$ cat src/rtl/rnp_regs.vh
// timing constants and reset values for the reset, nmi and power-down block
// How it works
// - low reset pin with clock running resets
// - filter rejects low pulses under 10 ns
// - low pulses over 100 ns pass unless they end within our own bidir drive
// - bidir mode pulls pin low during sequence
// - indication output low on any reset
// - indication stays low until end of init
// - nmi falling edge raises trap request outside reset
// - power-down with nmi low enters power-down
// - power-down with nmi high is ignored
// - bidir bit locked after init, cleared on reset
// - bidir mode reports long hardware reset
// - bidir mode stretches short hardware reset
`ifndef RNP_REGS_VH
`define RNP_REGS_VH
`define RNP_CLK_MHZ 50
`define RNP_SPIKE_NS 10
`define RNP_PASS_NS 100
// spike cycles round down (rejected), pass cycles round down (accepted)
`define RNP_SPIKE_CYC ((`RNP_SPIKE_NS * `RNP_CLK_MHZ) / 1000)
`define RNP_PASS_CYC ((`RNP_PASS_NS * `RNP_CLK_MHZ) / 1000)
`define RNP_SEQ_CYC 16
`define RNP_SRC_NONE 3'h0
`define RNP_SRC_HW 3'h1
`define RNP_SRC_SW 3'h2
`define RNP_SRC_WDT 3'h4
`endif

$ cat src/rtl/rnp_filter.v
// glitch filter for the active-low reset request pin
`timescale 1ns/1ps
module rnp_filter #(
    parameter CNT_W = 4,
    parameter PASS = 5
) (
    input wire clk,
    input wire reset_n,
    input wire pin_in,
    output reg low_out_r
);
    reg [CNT_W-1:0] cnt_r; // consecutive low samples
    // a low run must last PASS samples before it counts; shorter ones vanish
    always @(posedge clk or negedge reset_n) begin
        if (!reset_n) begin
            cnt_r <= {CNT_W{1'b0}};
            low_out_r <= 1'b0;
        end else if (pin_in) begin
            cnt_r <= {CNT_W{1'b0}}; // spike ended early, discard
            low_out_r <= 1'b0;
        end else if (cnt_r == PASS[CNT_W-1:0] - 1'b1) begin
            low_out_r <= 1'b1; // long low recognised
        end else begin
            cnt_r <= cnt_r + 1'b1;
        end
    end
endmodule // rnp_filter

$ cat src/rtl/rnp_reset_nmi_pd.v
// reset sequencer, reset indication, nmi edge and power-down gate
`timescale 1ns/1ps
`include "rnp_regs.vh"
module rnp_reset_nmi_pd #(
    parameter SEQ_CYC = `RNP_SEQ_CYC,
    parameter SEQ_W = 8
) (
    input wire clk,
    input wire reset_n,
    input wire reset_request_pin_in,
    output reg reset_request_pin_out_r,
    output reg reset_request_pin_oe_n_r,
    input wire sw_reset_req,
    input wire watchdog_timer_reset_req,
    input wire end_of_init_instruction,
    input wire bidir_reset_enable_wr,
    input wire bidir_reset_enable_wdata,
    input wire power_down_instruction,
    input wire nmi_n_pin,
    output reg bidir_reset_enable_r,
    output reg internal_reset_r,
    output reg reset_indication_output_r,
    output reg [2:0] reset_source_r,
    output reg long_hw_reset_r,
    output reg nmi_trap_r,
    output reg power_down_r
);
    // one-hot sequencer states; a corrupted code falls to the default
    // branch and restarts the sequence rather than running half reset
    localparam ST_RUN = 3'b001;
    localparam ST_HOLD = 3'b010; // filtered request still low
    localparam ST_SEQ = 3'b100; // fixed internal sequence running

    // last count of the sequence; SEQ_W must hold SEQ_CYC - 1, the
    // upper bits of the parameter are cut on purpose
    localparam [SEQ_W-1:0] SEQ_LAST = SEQ_CYC[SEQ_W-1:0] - 1'b1;
    // short low pulses below this may be lost; above it a reset is certain unless the low ends within our own drive
    // the count is in whole clocks, so the accepted length is rounded
    // down; at least one sample is always needed
    localparam PASS = (`RNP_PASS_CYC < 1) ? 1 : `RNP_PASS_CYC;

    wire hw_low; // filtered request, high while pin held low
    reg [2:0] state_r;
    reg [SEQ_W-1:0] seq_cnt_r; // cycles spent in the sequence
    reg nmi_q_r; // previous nmi sample for edge detection
    reg init_done_r; // end of init seen since last reset
    reg echo_r; // we drove the pin in the previous cycle

    // enable seen high: our own open-drain stage pulls the pin now
    wire reset_request_pin_out_oe = ~reset_request_pin_oe_n_r;
    // any state but run keeps the chip in reset
    wire in_reset_nxt = (state_r != ST_RUN);
    // the filter output lags the pin by one edge, so our own drive is
    // still seen for one cycle after release; echo_r covers that cycle,
    // an outside low held past our drive still counts after it
    wire self_mask = reset_request_pin_out_oe | echo_r;
    wire hw_req = hw_low & ~self_mask; // outside reset request

    // true on the last cycle of the internal sequence; used by the
    // sequencer, the pin drive and the bidir clear
    function seq_end(input [2:0] st, input [SEQ_W-1:0] cnt);
        seq_end = (st == ST_SEQ) && (cnt == SEQ_LAST);
    endfunction

    // glitch filter: the pin is taken as synchronous, so a low run is
    // counted in whole clocks; a run shorter than PASS samples never
    // reaches the sequencer
    rnp_filter #(
        .CNT_W(4),
        .PASS(PASS)
    ) u_filter (
        .clk(clk),
        .reset_n(reset_n),
        .pin_in(reset_request_pin_in),
        .low_out_r(hw_low)
    );

    // sequencer: any reset source starts the fixed sequence from run; only an outside low restarts it
    // run  - normal operation, sources are watched
    // hold - the filtered pin is still low, the count is held at zero
    // seq  - the fixed internal sequence counts up to SEQ_LAST, then run
    // sw and watchdog requests are only looked at in run
    always @(posedge clk or negedge reset_n) begin
        if (!reset_n) begin
            state_r <= ST_SEQ;
            seq_cnt_r <= {SEQ_W{1'b0}};
            reset_source_r <= `RNP_SRC_HW;
            long_hw_reset_r <= 1'b1;
        end else begin
            case (state_r)
                ST_RUN: begin
                    // an outside low wins over the internal sources
                    if (hw_req) begin
                        state_r <= ST_HOLD;
                        reset_source_r <= `RNP_SRC_HW;
                        long_hw_reset_r <= 1'b1;
                    end else if (watchdog_timer_reset_req) begin
                        // watchdog wins when both fire together
                        state_r <= ST_SEQ;
                        seq_cnt_r <= {SEQ_W{1'b0}};
                        reset_source_r <= `RNP_SRC_WDT;
                        long_hw_reset_r <= bidir_reset_enable_r;
                    end else if (sw_reset_req) begin
                        state_r <= ST_SEQ;
                        seq_cnt_r <= {SEQ_W{1'b0}};
                        reset_source_r <= `RNP_SRC_SW;
                        long_hw_reset_r <= bidir_reset_enable_r;
                    end
                end
                ST_HOLD: begin
                    // while the pin is held low we stay in reset
                    // no drive happens here, so the raw filter output
                    // is the outside request
                    seq_cnt_r <= {SEQ_W{1'b0}};
                    if (!hw_low) begin
                        state_r <= ST_SEQ;
                    end
                end
                ST_SEQ: begin
                    // a short hw reset still runs the full count
                    // an outside low restarts the count from hold; our
                    // own drive is masked, else the sequence would loop
                    if (hw_req) begin
                        state_r <= ST_HOLD;
                    end else if (seq_end(state_r, seq_cnt_r)) begin
                        state_r <= ST_RUN;
                    end else begin
                        seq_cnt_r <= seq_cnt_r + 1'b1;
                    end
                end
                default: begin
                    // illegal code: play safe and rerun the sequence
                    state_r <= ST_SEQ;
                    seq_cnt_r <= {SEQ_W{1'b0}};
                end
            endcase
        end
    end

    // echo register: remembers the drive enable one cycle longer so that
    // the filter's late view of our own low is not taken as a request
    always @(posedge clk or negedge reset_n) begin
        if (!reset_n) begin
            echo_r <= 1'b0;
        end else begin
            echo_r <= reset_request_pin_out_oe;
        end
    end

    // pin drive: open drain, only low, only in bidir mode during the sequence
    // the output value is a constant low; only the enable moves, so an
    // outside open-drain source can share the pin without contention
    // limitation: a push-pull source on the pin would fight our drive
    always @(posedge clk or negedge reset_n) begin
        if (!reset_n) begin
            reset_request_pin_out_r <= 1'b0;
            reset_request_pin_oe_n_r <= 1'b1;
        end else begin
            reset_request_pin_out_r <= 1'b0;
            // drive stops on the same edge that ends the sequence, so that the
            // pin is back high by the time the chip runs again
            reset_request_pin_oe_n_r <= ~(bidir_reset_enable_r &&
                (state_r == ST_SEQ) && !seq_end(state_r, seq_cnt_r));
        end
    end

    // internal reset, init flag and indication output
    // both outputs follow the same next-state term, so the indication
    // is never high while the internal reset is asserted; end of init
    // only counts once the sequencer is back in run, and a second one
    // before the next reset changes nothing
    always @(posedge clk or negedge reset_n) begin
        if (!reset_n) begin
            internal_reset_r <= 1'b1;
            init_done_r <= 1'b0;
            reset_indication_output_r <= 1'b0;
        end else begin
            internal_reset_r <= in_reset_nxt;
            if (in_reset_nxt) begin
                init_done_r <= 1'b0;
                reset_indication_output_r <= 1'b0;
            end else if (end_of_init_instruction) begin
                init_done_r <= 1'b1;
                reset_indication_output_r <= 1'b1;
            end
        end
    end

    // bidir enable: cleared by every reset, frozen after end of init
    // writes count only in run and before end of init; a write in the
    // last sequence cycle cannot race the clear, as writes need run
    always @(posedge clk or negedge reset_n) begin
        if (!reset_n) begin
            bidir_reset_enable_r <= 1'b0;
        end else if (seq_end(state_r, seq_cnt_r)) begin
            // cleared as the sequence ends, not as it starts: the pin
            // drive needs the bit for the whole sequence
            bidir_reset_enable_r <= 1'b0;
        end else if (bidir_reset_enable_wr && !init_done_r &&
                     state_r == ST_RUN) begin
            bidir_reset_enable_r <= bidir_reset_enable_wdata;
        end
    end

    // nmi falling edge and power-down gating
    // the edge register idles high like the pin, so no false edge
    // follows reset; the pin level itself gates the power-down request,
    // which is a level test, not an edge, so a late nmi low does not
    // enter power-down on its own
    always @(posedge clk or negedge reset_n) begin
        if (!reset_n) begin
            nmi_q_r <= 1'b1;
            nmi_trap_r <= 1'b0;
            power_down_r <= 1'b0;
        end else begin
            nmi_q_r <= nmi_n_pin;
            nmi_trap_r <= nmi_q_r & ~nmi_n_pin & ~in_reset_nxt;
            if (in_reset_nxt) begin
                power_down_r <= 1'b0; // only reset leaves power-down
            end else if (power_down_instruction && !nmi_n_pin) begin
                power_down_r <= 1'b1;
            end
            // nmi high: instruction has no effect
        end
    end
endmodule // rnp_reset_nmi_pd

$ cat config.mk
export PLATFORM = sky130hd
export DESIGN_NAME = rnp_reset_nmi_pd
export DESIGN_NICKNAME = d
export VERILOG_FILES = /design/src/rtl/rnp_filter.v /design/src/rtl/rnp_reset_nmi_pd.v
export VERILOG_INCLUDE_DIRS = /design/src /design/src/rtl
export SDC_FILE = /design/constraint.sdc
export NUM_CORES = 1
export LEC_CHECK = 0
export ABC_AREA = 1
export CAP_MARGIN = 20
export CELL_PAD_IN_SITES_DETAIL_PLACEMENT = 1
export CELL_PAD_IN_SITES_GLOBAL_PLACEMENT = 1
export CORE_AREA = 2 2 87 47
export CTS_CLUSTER_DIAMETER = 50
export DETAILED_ROUTE_END_ITERATION = 10
export DIE_AREA = 0 0 89 49
export DONT_BUFFER_PORTS = 1
export PLACE_DENSITY_LB_ADDON = 0.15
export SLEW_MARGIN = 20
export SYNTH_ARGS = -nofsm -noshare
export SYNTH_HDL_FRONTEND = slang
export SYNTH_SLANG_ARGS = --single-unit
$ cat constraint.sdc
create_clock -name clk -period 1.1 [get_ports clk]
set_input_delay 0.165 -clock clk [delete_from_list [all_inputs] [get_ports clk]]
set_output_delay 0.165 -clock clk [all_outputs]
set_load 0.02 [all_outputs]
==> results of run 1 <==
cells in the mapped netlist:
cell / number
clkinv_1: 1
nand4_1: 3
nand2_1: 56
nand3_1: 9
conb_1: 1
nand2_4: 3
buf_4: 1
nor2_1: 15
nand3_4: 1
nand2_2: 5
o21ai_1: 2
or2_0: 1
nand3b_1: 1
o21ai_0: 4
dfstp_2: 6
nor2_4: 4
nor3b_1: 2
dfrtp_1: 22
ha_1: 3
a21oi_1: 2
nand3_2: 1
xnor2_1: 2
inv_1: 17
a21boi_1: 1
nor2_2: 3
xor2_1: 2
sequential cells by signal (all words and copies together), names as in the netlist, 3 cells and up:
signal,count
seq_cnt_r,8
reset_source_r,3
state_r,3
u_filter.cnt_r,4
per-layer routing:
layer | wire [µm] | up-vias | track usage | part of all wire
li1 | - | 609 | - | -
met1 | 1940 | 622 | 0.283 | 0.46
met2 | 2170 | 19 | 0.333 | 0.51
met3 | 103 | 2 | 0.0457 | 0.024
met4 | 8 | 0 | 0.0299 | 0.0019
met5 | 0 | - | 0 | 0
power by group:
group | switching [mW] | internal, mW | total, mW
Combinational | 1.26 | 1.07 | 2.33
Sequential | 0.413 | 1.37 | 1.78
Clock | 0.318 | 0.260 | 0.578
worst max path at each step:
stage,start,end,slack [ns],depth (start not counted)
floorplan,reset_request_pin_oe_n_r,seq_cnt_r[0],-0.13,6
global placement,reset_request_pin_oe_n_r,state_r[0],-0.17,6
detailed placement,state_r[2],seq_cnt_r[1],-0.23,7
CTS,state_r[2],seq_cnt_r[0],-0.21,7
global route,state_r[2],seq_cnt_r[2],-0.31,7
finish,reset_request_pin_oe_n_r,seq_cnt_r[1],-0.24,7
per-stage QoR:
stage | area [µm²] | hold slack, ns | cells | power (mW)
after floorplan | 1450 | -0.131 | 168 | 2.65
after global placement | 1700 | -0.130 | 246 | 3.17
after global routing | 2090 | 0.0283 | 267 | 4.99
final | 2090 | 0.0416 | 267 | 4.69
after CTS | 1920 | 0.0181 | 260 | 4.23
after detailed placement | 1700 | -0.130 | 246 | 3.30
worst max-delay path: stages (launching register included):
cell and delay [ns]:
dfstp_2 0.56, nand2_2 0.06, nor2_4 0.24, nor2_4 0.08, nand2_4 0.10, inv_2 0.07, nand2_2 0.07, nand2_1 0.06
cells by family after synthesis:
family	count (synthesis)	synth area share
flip-flops	28	0.498
buffers and inverters	19	0.0528
XOR/XNOR	4	0.0246
AND/OR/NAND/NOR	104	0.362
other	1	0.00264
AO/OA/AOI/OAI	9	0.0334
adder cells (fa/ha/maj)	3	0.0264
repair_timing:
action                                  4_1_cts  5_1_grt
resized for setup                            31       35
pin swaps                                    23       20
endpoints found under the setup margin       24       26
endpoints found under the hold margin        30        0
setup buffers                                 7        8
hold buffers                                  4        0
final cells by class:
type	count	area (µm²)
Timing Repair Buffer	42	373
Fill cell	444	1590
Multi-Input combinational cell	121	831
Tap cell	54	67.6
Clock buffer	4	45.0
Inverter	18	67.6
Sequential cell	28	711
==> run_results.csv, run 1 <==
group,metric,value,unit
worst_setup_path,crit_arrival,1.52,ns
synthesis,synthTopCellsByArea,"dfrtp_1 (39%), nand2_1 (15%), dfstp_2 (11%), inv_1 (4.5%), nor2_1 (4.0%)",
synthesis,syn_inst,168,
min_path,hold_depth,2,
synthesis,yosysUniqueCellTypes,26,
pwr,ir_drop,1030,µV
worst_setup_path,crit_type,"reg -> reg",
sta,rsz0062_at_grt,"yes",
synthesis,synth_area_leader_cell,"dfrtp_1",
floorplanning,ios,21,
synthesis,ys_seq_area_frac,0.498,
layout,fin_util,0.569,
floorplanning,initial_core_util,0.386,
sta,hold_viol_final,0,
clocking,cts.sinks,28,
synthesis,synth_seq_cells,28,
clocking,clk_pin_slew_worst_paths,0.09,ns
clocking,clk_latency,0.28,ns
global_routing,grt_first_pass_wirelength,6.67,mm
synthesis,avgSynthCellArea,8.47,µm²
routing,firstDrtPassIters,4,
sta,finClkSkew,0.00157,ns
pwr,leakagePower,1.01,nW
min_path,hp-class,"in -> reg",
worst_setup_path,critPathRequiredTime,1.28,ns
routing,drt-total-wl,4.22,mm
synthesis,synth_top_area_frac,0.387,
global_routing,track_usage,0.203,
worst_setup_path,r2r.worst_path.cells,7,
clocking,cts_root_buf,"clkbuf_8",
floorplanning,die_area,4360,µm²
floorplanning,die_x,89,µm
layout,nNetsFinal,227,
routing,drt_iter0_markers,43,
synthesis,synth_nets,181,
placed_design,hpwl,2.83,mm
placed_design,pre_cts_slack,-0.235,ns
routing,route.detailed.drc,0,
min_path,hold_path_end,"reset_source_r[2]",
clocking,cts_tree,"done",
layout,layout_common_cells,"nand2_1 (39), buf_4 (29), dfrtp_1 (20)",
min_path,min_from,"watchdog_timer_reset_req",
worst_setup_path,r2r_end,"seq_cnt_r[1]",
routing,via_per_inst,4.69,
global_routing,antenna_found_initial,0,
global_routing,grt_max_degree,29,
routing,routed-via-count,1252,
layout,syn2layout_area_growth,47.2,%
global_routing,grt_pass1_vias,1356,
synthesis,ys_warn_count,0,
routing,detail-route-antenna-nets,0,
clocking,cts-htree-levels,1,
sta,finalSetupTns,-3.80,ns
worst_setup_path,cp_max_fo,5,
clocking,cts_buffers,3,
pwr,power_density,2240,nW/µm²
job,cap_violations,0,
outcome,violations,"negative setup slack",
worst_setup_path,rrSetupSlack,-0.24,ns
synthesis,synth.cell_area,1420,µm²
sta,setup_slack,-0.242,ns
clocking,cts_max_path_buffers,2,
layout,num_antenna_cells,0,
routing,wl_per_cell,15.8,µm
sta,period_needed,1.34,ns
floorplanning,row_count,16,
worst_setup_path,start_kind,"register",
sta,setup_viol,25,
placed_design,io_buffers,0,
outcome,status,"complete, but fails checks",
sta,final_max_slew_viol_count,0,
worst_setup_path,r2r-start,"reset_request_pin_oe_n_r",
global_routing,overflow,0,
worst_setup_path,cp-end-kind,"register",
floorplanning,coreArea,3680,µm²
placed_design,place_congestion,0.804,
layout,layout_commonest_cell,"nand2_1",
sta,period_share,1.22,
sta,timing.fmax,745,MHz
floorplanning,die_h,49,µm
layout,drive_gt1_frac,0.521,
No activity file was read; power rests on OpenSTA's default activity.
==> run 2: changes to the inputs <==
--- a/config.mk
+++ b/config.mk
@@ -6,14 +6,13 @@
 export SDC_FILE = /design/constraint.sdc
 export NUM_CORES = 1
 export LEC_CHECK = 0
-export ABC_AREA = 1
 export CAP_MARGIN = 20
 export CELL_PAD_IN_SITES_DETAIL_PLACEMENT = 1
 export CELL_PAD_IN_SITES_GLOBAL_PLACEMENT = 1
-export CORE_AREA = 2 2 87 47
+export CORE_AREA = 2 2 82 45
 export CTS_CLUSTER_DIAMETER = 50
 export DETAILED_ROUTE_END_ITERATION = 10
-export DIE_AREA = 0 0 89 49
+export DIE_AREA = 0 0 84 47
 export DONT_BUFFER_PORTS = 1
 export PLACE_DENSITY_LB_ADDON = 0.15
 export SLEW_MARGIN = 20
==> run_results.csv, run 2 <==
group,metric,value,unit
outcome,status,"complete, but fails checks",
outcome,violations,"negative setup slack",
synthesis,synth_top_family_by_area,"simple AND/OR/NAND/NOR gates",
floorplanning,initial_core_util,0.401,
sta,setup_viol,25,
pwr,p_sw_frac,0.370,
layout,drive_gt1_frac,0.624,
synthesis,synth_seq_cells,28,
global_routing,grt_first_pass_wirelength,7.37,mm
pwr,power_density,1660,nW/µm²
global_routing,overflow,0,
synthesis,synth_compound_area_frac,0.153,
routing,wl_per_cell,25.4,µm
global_routing,grt_pass1_vias,1315,
layout,fin_util,0.694,
worst_setup_path,start_kind,"register",
synthesis,avgSynthCellArea,10.0,µm²
routing,route.detailed.drc,0,
layout,final_cells,236,
worst_setup_path,crit_arrival,1.98,ns
pwr,seqPwrFrac,0.396,
pwr,p_comb_frac,0.442,
synthesis,synthTopCellsByArea,"dfrtp_1 (42%), dfstp_2 (12%), a21oi_1 (4.6%), nor2_1 (3.8%), ha_1 (2.9%)",
synthesis,synth.most_common_cell,"dfrtp_1",
clocking,cts_tree,"done",
synthesis,ys_async_sr_fraction,1.00,
global_routing,use_met1,0.312,
synthesis,synth-xor-area-share,0.0135,
worst_setup_path,path_delay_family,"simple AND/OR/NAND/NOR gates",
clocking,clk_pin_slew_worst_paths,0.11,ns
global_routing,antenna_found_initial,0,
min_path,hp-class,"in -> reg",
pwr,leakagePower,1.01,nW
routing,firstDrtPassIters,4,
synthesis,synth_edf_count,0,
pwr,intPower,2.35,mW
placed_design,io_buffers,0,
synthesis,synth_simple_gate_area_share,0.197,
worst_setup_path,cp_max_fo,3,
clocking,cts_root_buf,"clkbuf_8",
synthesis,synthMuxAreaShare,0.0163,
floorplanning,coreArea,3250,µm²
routing,drt_iter0_markers,79,
global_routing,busiest_layer,"met2",
sta,setup_slack,-0.745,ns
synthesis,synthTopCellsByCount,"dfrtp_1 (22), nor2_1 (13), a21oi_1 (12)",
floorplanning,die_h,47,µm
layout,num_antenna_cells,0,
sta,timing.fmax,542,MHz
floorplanning,die_area,3950,µm²
layout,final_area,2250,µm²
clocking,cts.sinks,28,
routing,routed-via-count,1380,
floorplanning,row_count,15,
worst_setup_path,crit_top_cell,"buf_4",
layout,layout_common_cells,"buf_4 (36), buf_6 (23), dfrtp_1 (20)",
synthesis,synth_top_area_frac,0.423,
pwr,power.share.clock,0.162,
routing,detail-route-antenna-nets,0,
pwr,p_switching,1.38,mW
clocking,cts_buffers,3,
sta,period_share,1.68,
layout,largest_register_ff_count,8,
sta,finalSetupTns,-9.79,ns
global_routing,grt_max_degree,29,
synthesis,synth_top_flop_cell,"dfrtp_1",
sta,period_needed,1.85,ns
synthesis,ys_seq_area_frac,0.544,
layout,largestRegisters,"seq_cnt_r: 8 flops, u_filter.cnt_r: 4 flops",
synthesis,synth_area_leader_cell,"dfrtp_1",
placed_design,place_congestion,0.844,
floorplanning,ios,21,
sta,rsz0062_at_grt,"yes",
worst_setup_path,crit_type,"reg -> reg",
synthesis,syn_inst,130,
layout,syn2layout_area_growth,73.1,%
worst_setup_path,crit_slowest_cell,"dfrtp_1",
clocking,cts-htree-levels,1,
clocking,clk_latency,0.29,ns
sta,finClkSkew,0.0162,ns
worst_setup_path,cpPeakStageDelay,0.41,ns
worst_setup_path,worst-path-buf-inv,2,
worst_setup_path,cp-end-kind,"register",
routing,drt-total-wl,5.99,mm
clocking,cts_max_path_buffers,2,
synthesis,yosysUniqueCellTypes,39,
job,cap_violations,0,
synthesis,ys_warn_count,0,
layout,regMostFlops,"seq_cnt_r",
global_routing,track_usage,0.257,
global_routing,grt_util_met2,0.478,
floorplanning,die_x,84,µm
sta,final_max_slew_viol_count,0,
layout,layout_commonest_cell,"buf_4",
routing,via_per_inst,5.85,
placed_design,dpl_cell_area,1620,µm²
synthesis,synth.cell_area,1300,µm²
synthesis,synth-adder-area-share,0.0288,
pwr,ir_drop,1130,µV
worst_setup_path,crit_chain,"buf_4, and3_1, nand4_1, buf_4, o211ai_1, nand3_1",
worst_setup_path,critPathRequiredTime,1.23,ns
placed_design,place_inst,205,
layout,nNetsFinal,208,
placed_design,hpwl,2.78,mm
synthesis,synth_nets,143,
sta,hold_viol_final,0,
global_routing,grt_use_met3,0.0633,
-- run 2: cell count changes in the layout (fill, tap and decap cells not counted), sizes merged, moves of 3 or more --
| cell | change |
|---|---|
| buf | +22 |
| nor3 | +5 |
| a31oi | +3 |
| nand2 | -60 |
| a21oi | +10 |
| inv | -7 |
| nor2 | -9 |
| o21ai | +4 |
| and3 | +4 |
| nand3 | -7 |
-- run 2: through the flow --
stage / hold WS, ns / total power [mW] / setup slack [ns]
finish: 0.0661 / 3.74 / -0.745
global route: 0.0778 / 3.85 / -0.734
CTS: 0.0276 / 3.16 / -0.460
detailed placement: -0.130 / 2.32 / -0.527
global placement: -0.130 / 2.26 / -0.486
floorplan: -0.131 / 1.93 / -0.506
-- run 2: path summary, 6_finish.rpt --
path | slack (ns) | end | cells after the start | from
min in group asynchronous | 0.32 | bidir_reset_enable_r | 2 | reset_n
worst min register to register | 0.55 | reset_source_r[0] | 2 | reset_source_r[0]
max in group asynchronous | 0.53 | long_hw_reset_r | 2 | reset_n
worst max-delay path | -0.75 | seq_cnt_r[7] | 6 | seq_cnt_r[0]
worst min-delay path | 0.07 | reset_source_r[2] | 1 | watchdog_timer_reset_req
worst max register to register | -0.75 | seq_cnt_r[7] | 6 | seq_cnt_r[0]
-- run 2: cells by family after synthesis --
logic type	Yosys count
simple gates	47
flops	28
buf+inv	14
xor+xnor	2
mux	2
other cells	1
fa+ha+maj	3
compound gates	33
-- run 2: per-layer routing --
layer,vias up,wire (µm)
met5,-,0
li1,589,-
met1,719,2450
met2,50,2930
met3,22,341
met4,0,267
-- run 2: what timing repair did --
item,in CTS,in global routing
endpoints found under the setup margin,26,28
resized for setup,37,55
endpoints found under the hold margin,34,0
buffers inserted,6,19
pin swaps,10,17
hold buffers,4,0
-- run 2: final cells by class --
cell class	count	area, µm²
tap	42	52.6
clock buffer	4	45.0
sequential	28	711
multi-input combinational	88	800
inverter	10	45.0
timing repair buffer	64	599
fill	340	995
-- run 2: power groups by stage --
stage,combinational (mW),sequential (mW),clock [mW]
after floorplan,0.507,1.42,0
after global placement,0.842,1.41,0
after detailed placement,0.893,1.42,0
after CTS,1.15,1.41,0.596
after global routing,1.73,1.49,0.641
final,1.65,1.48,0.604
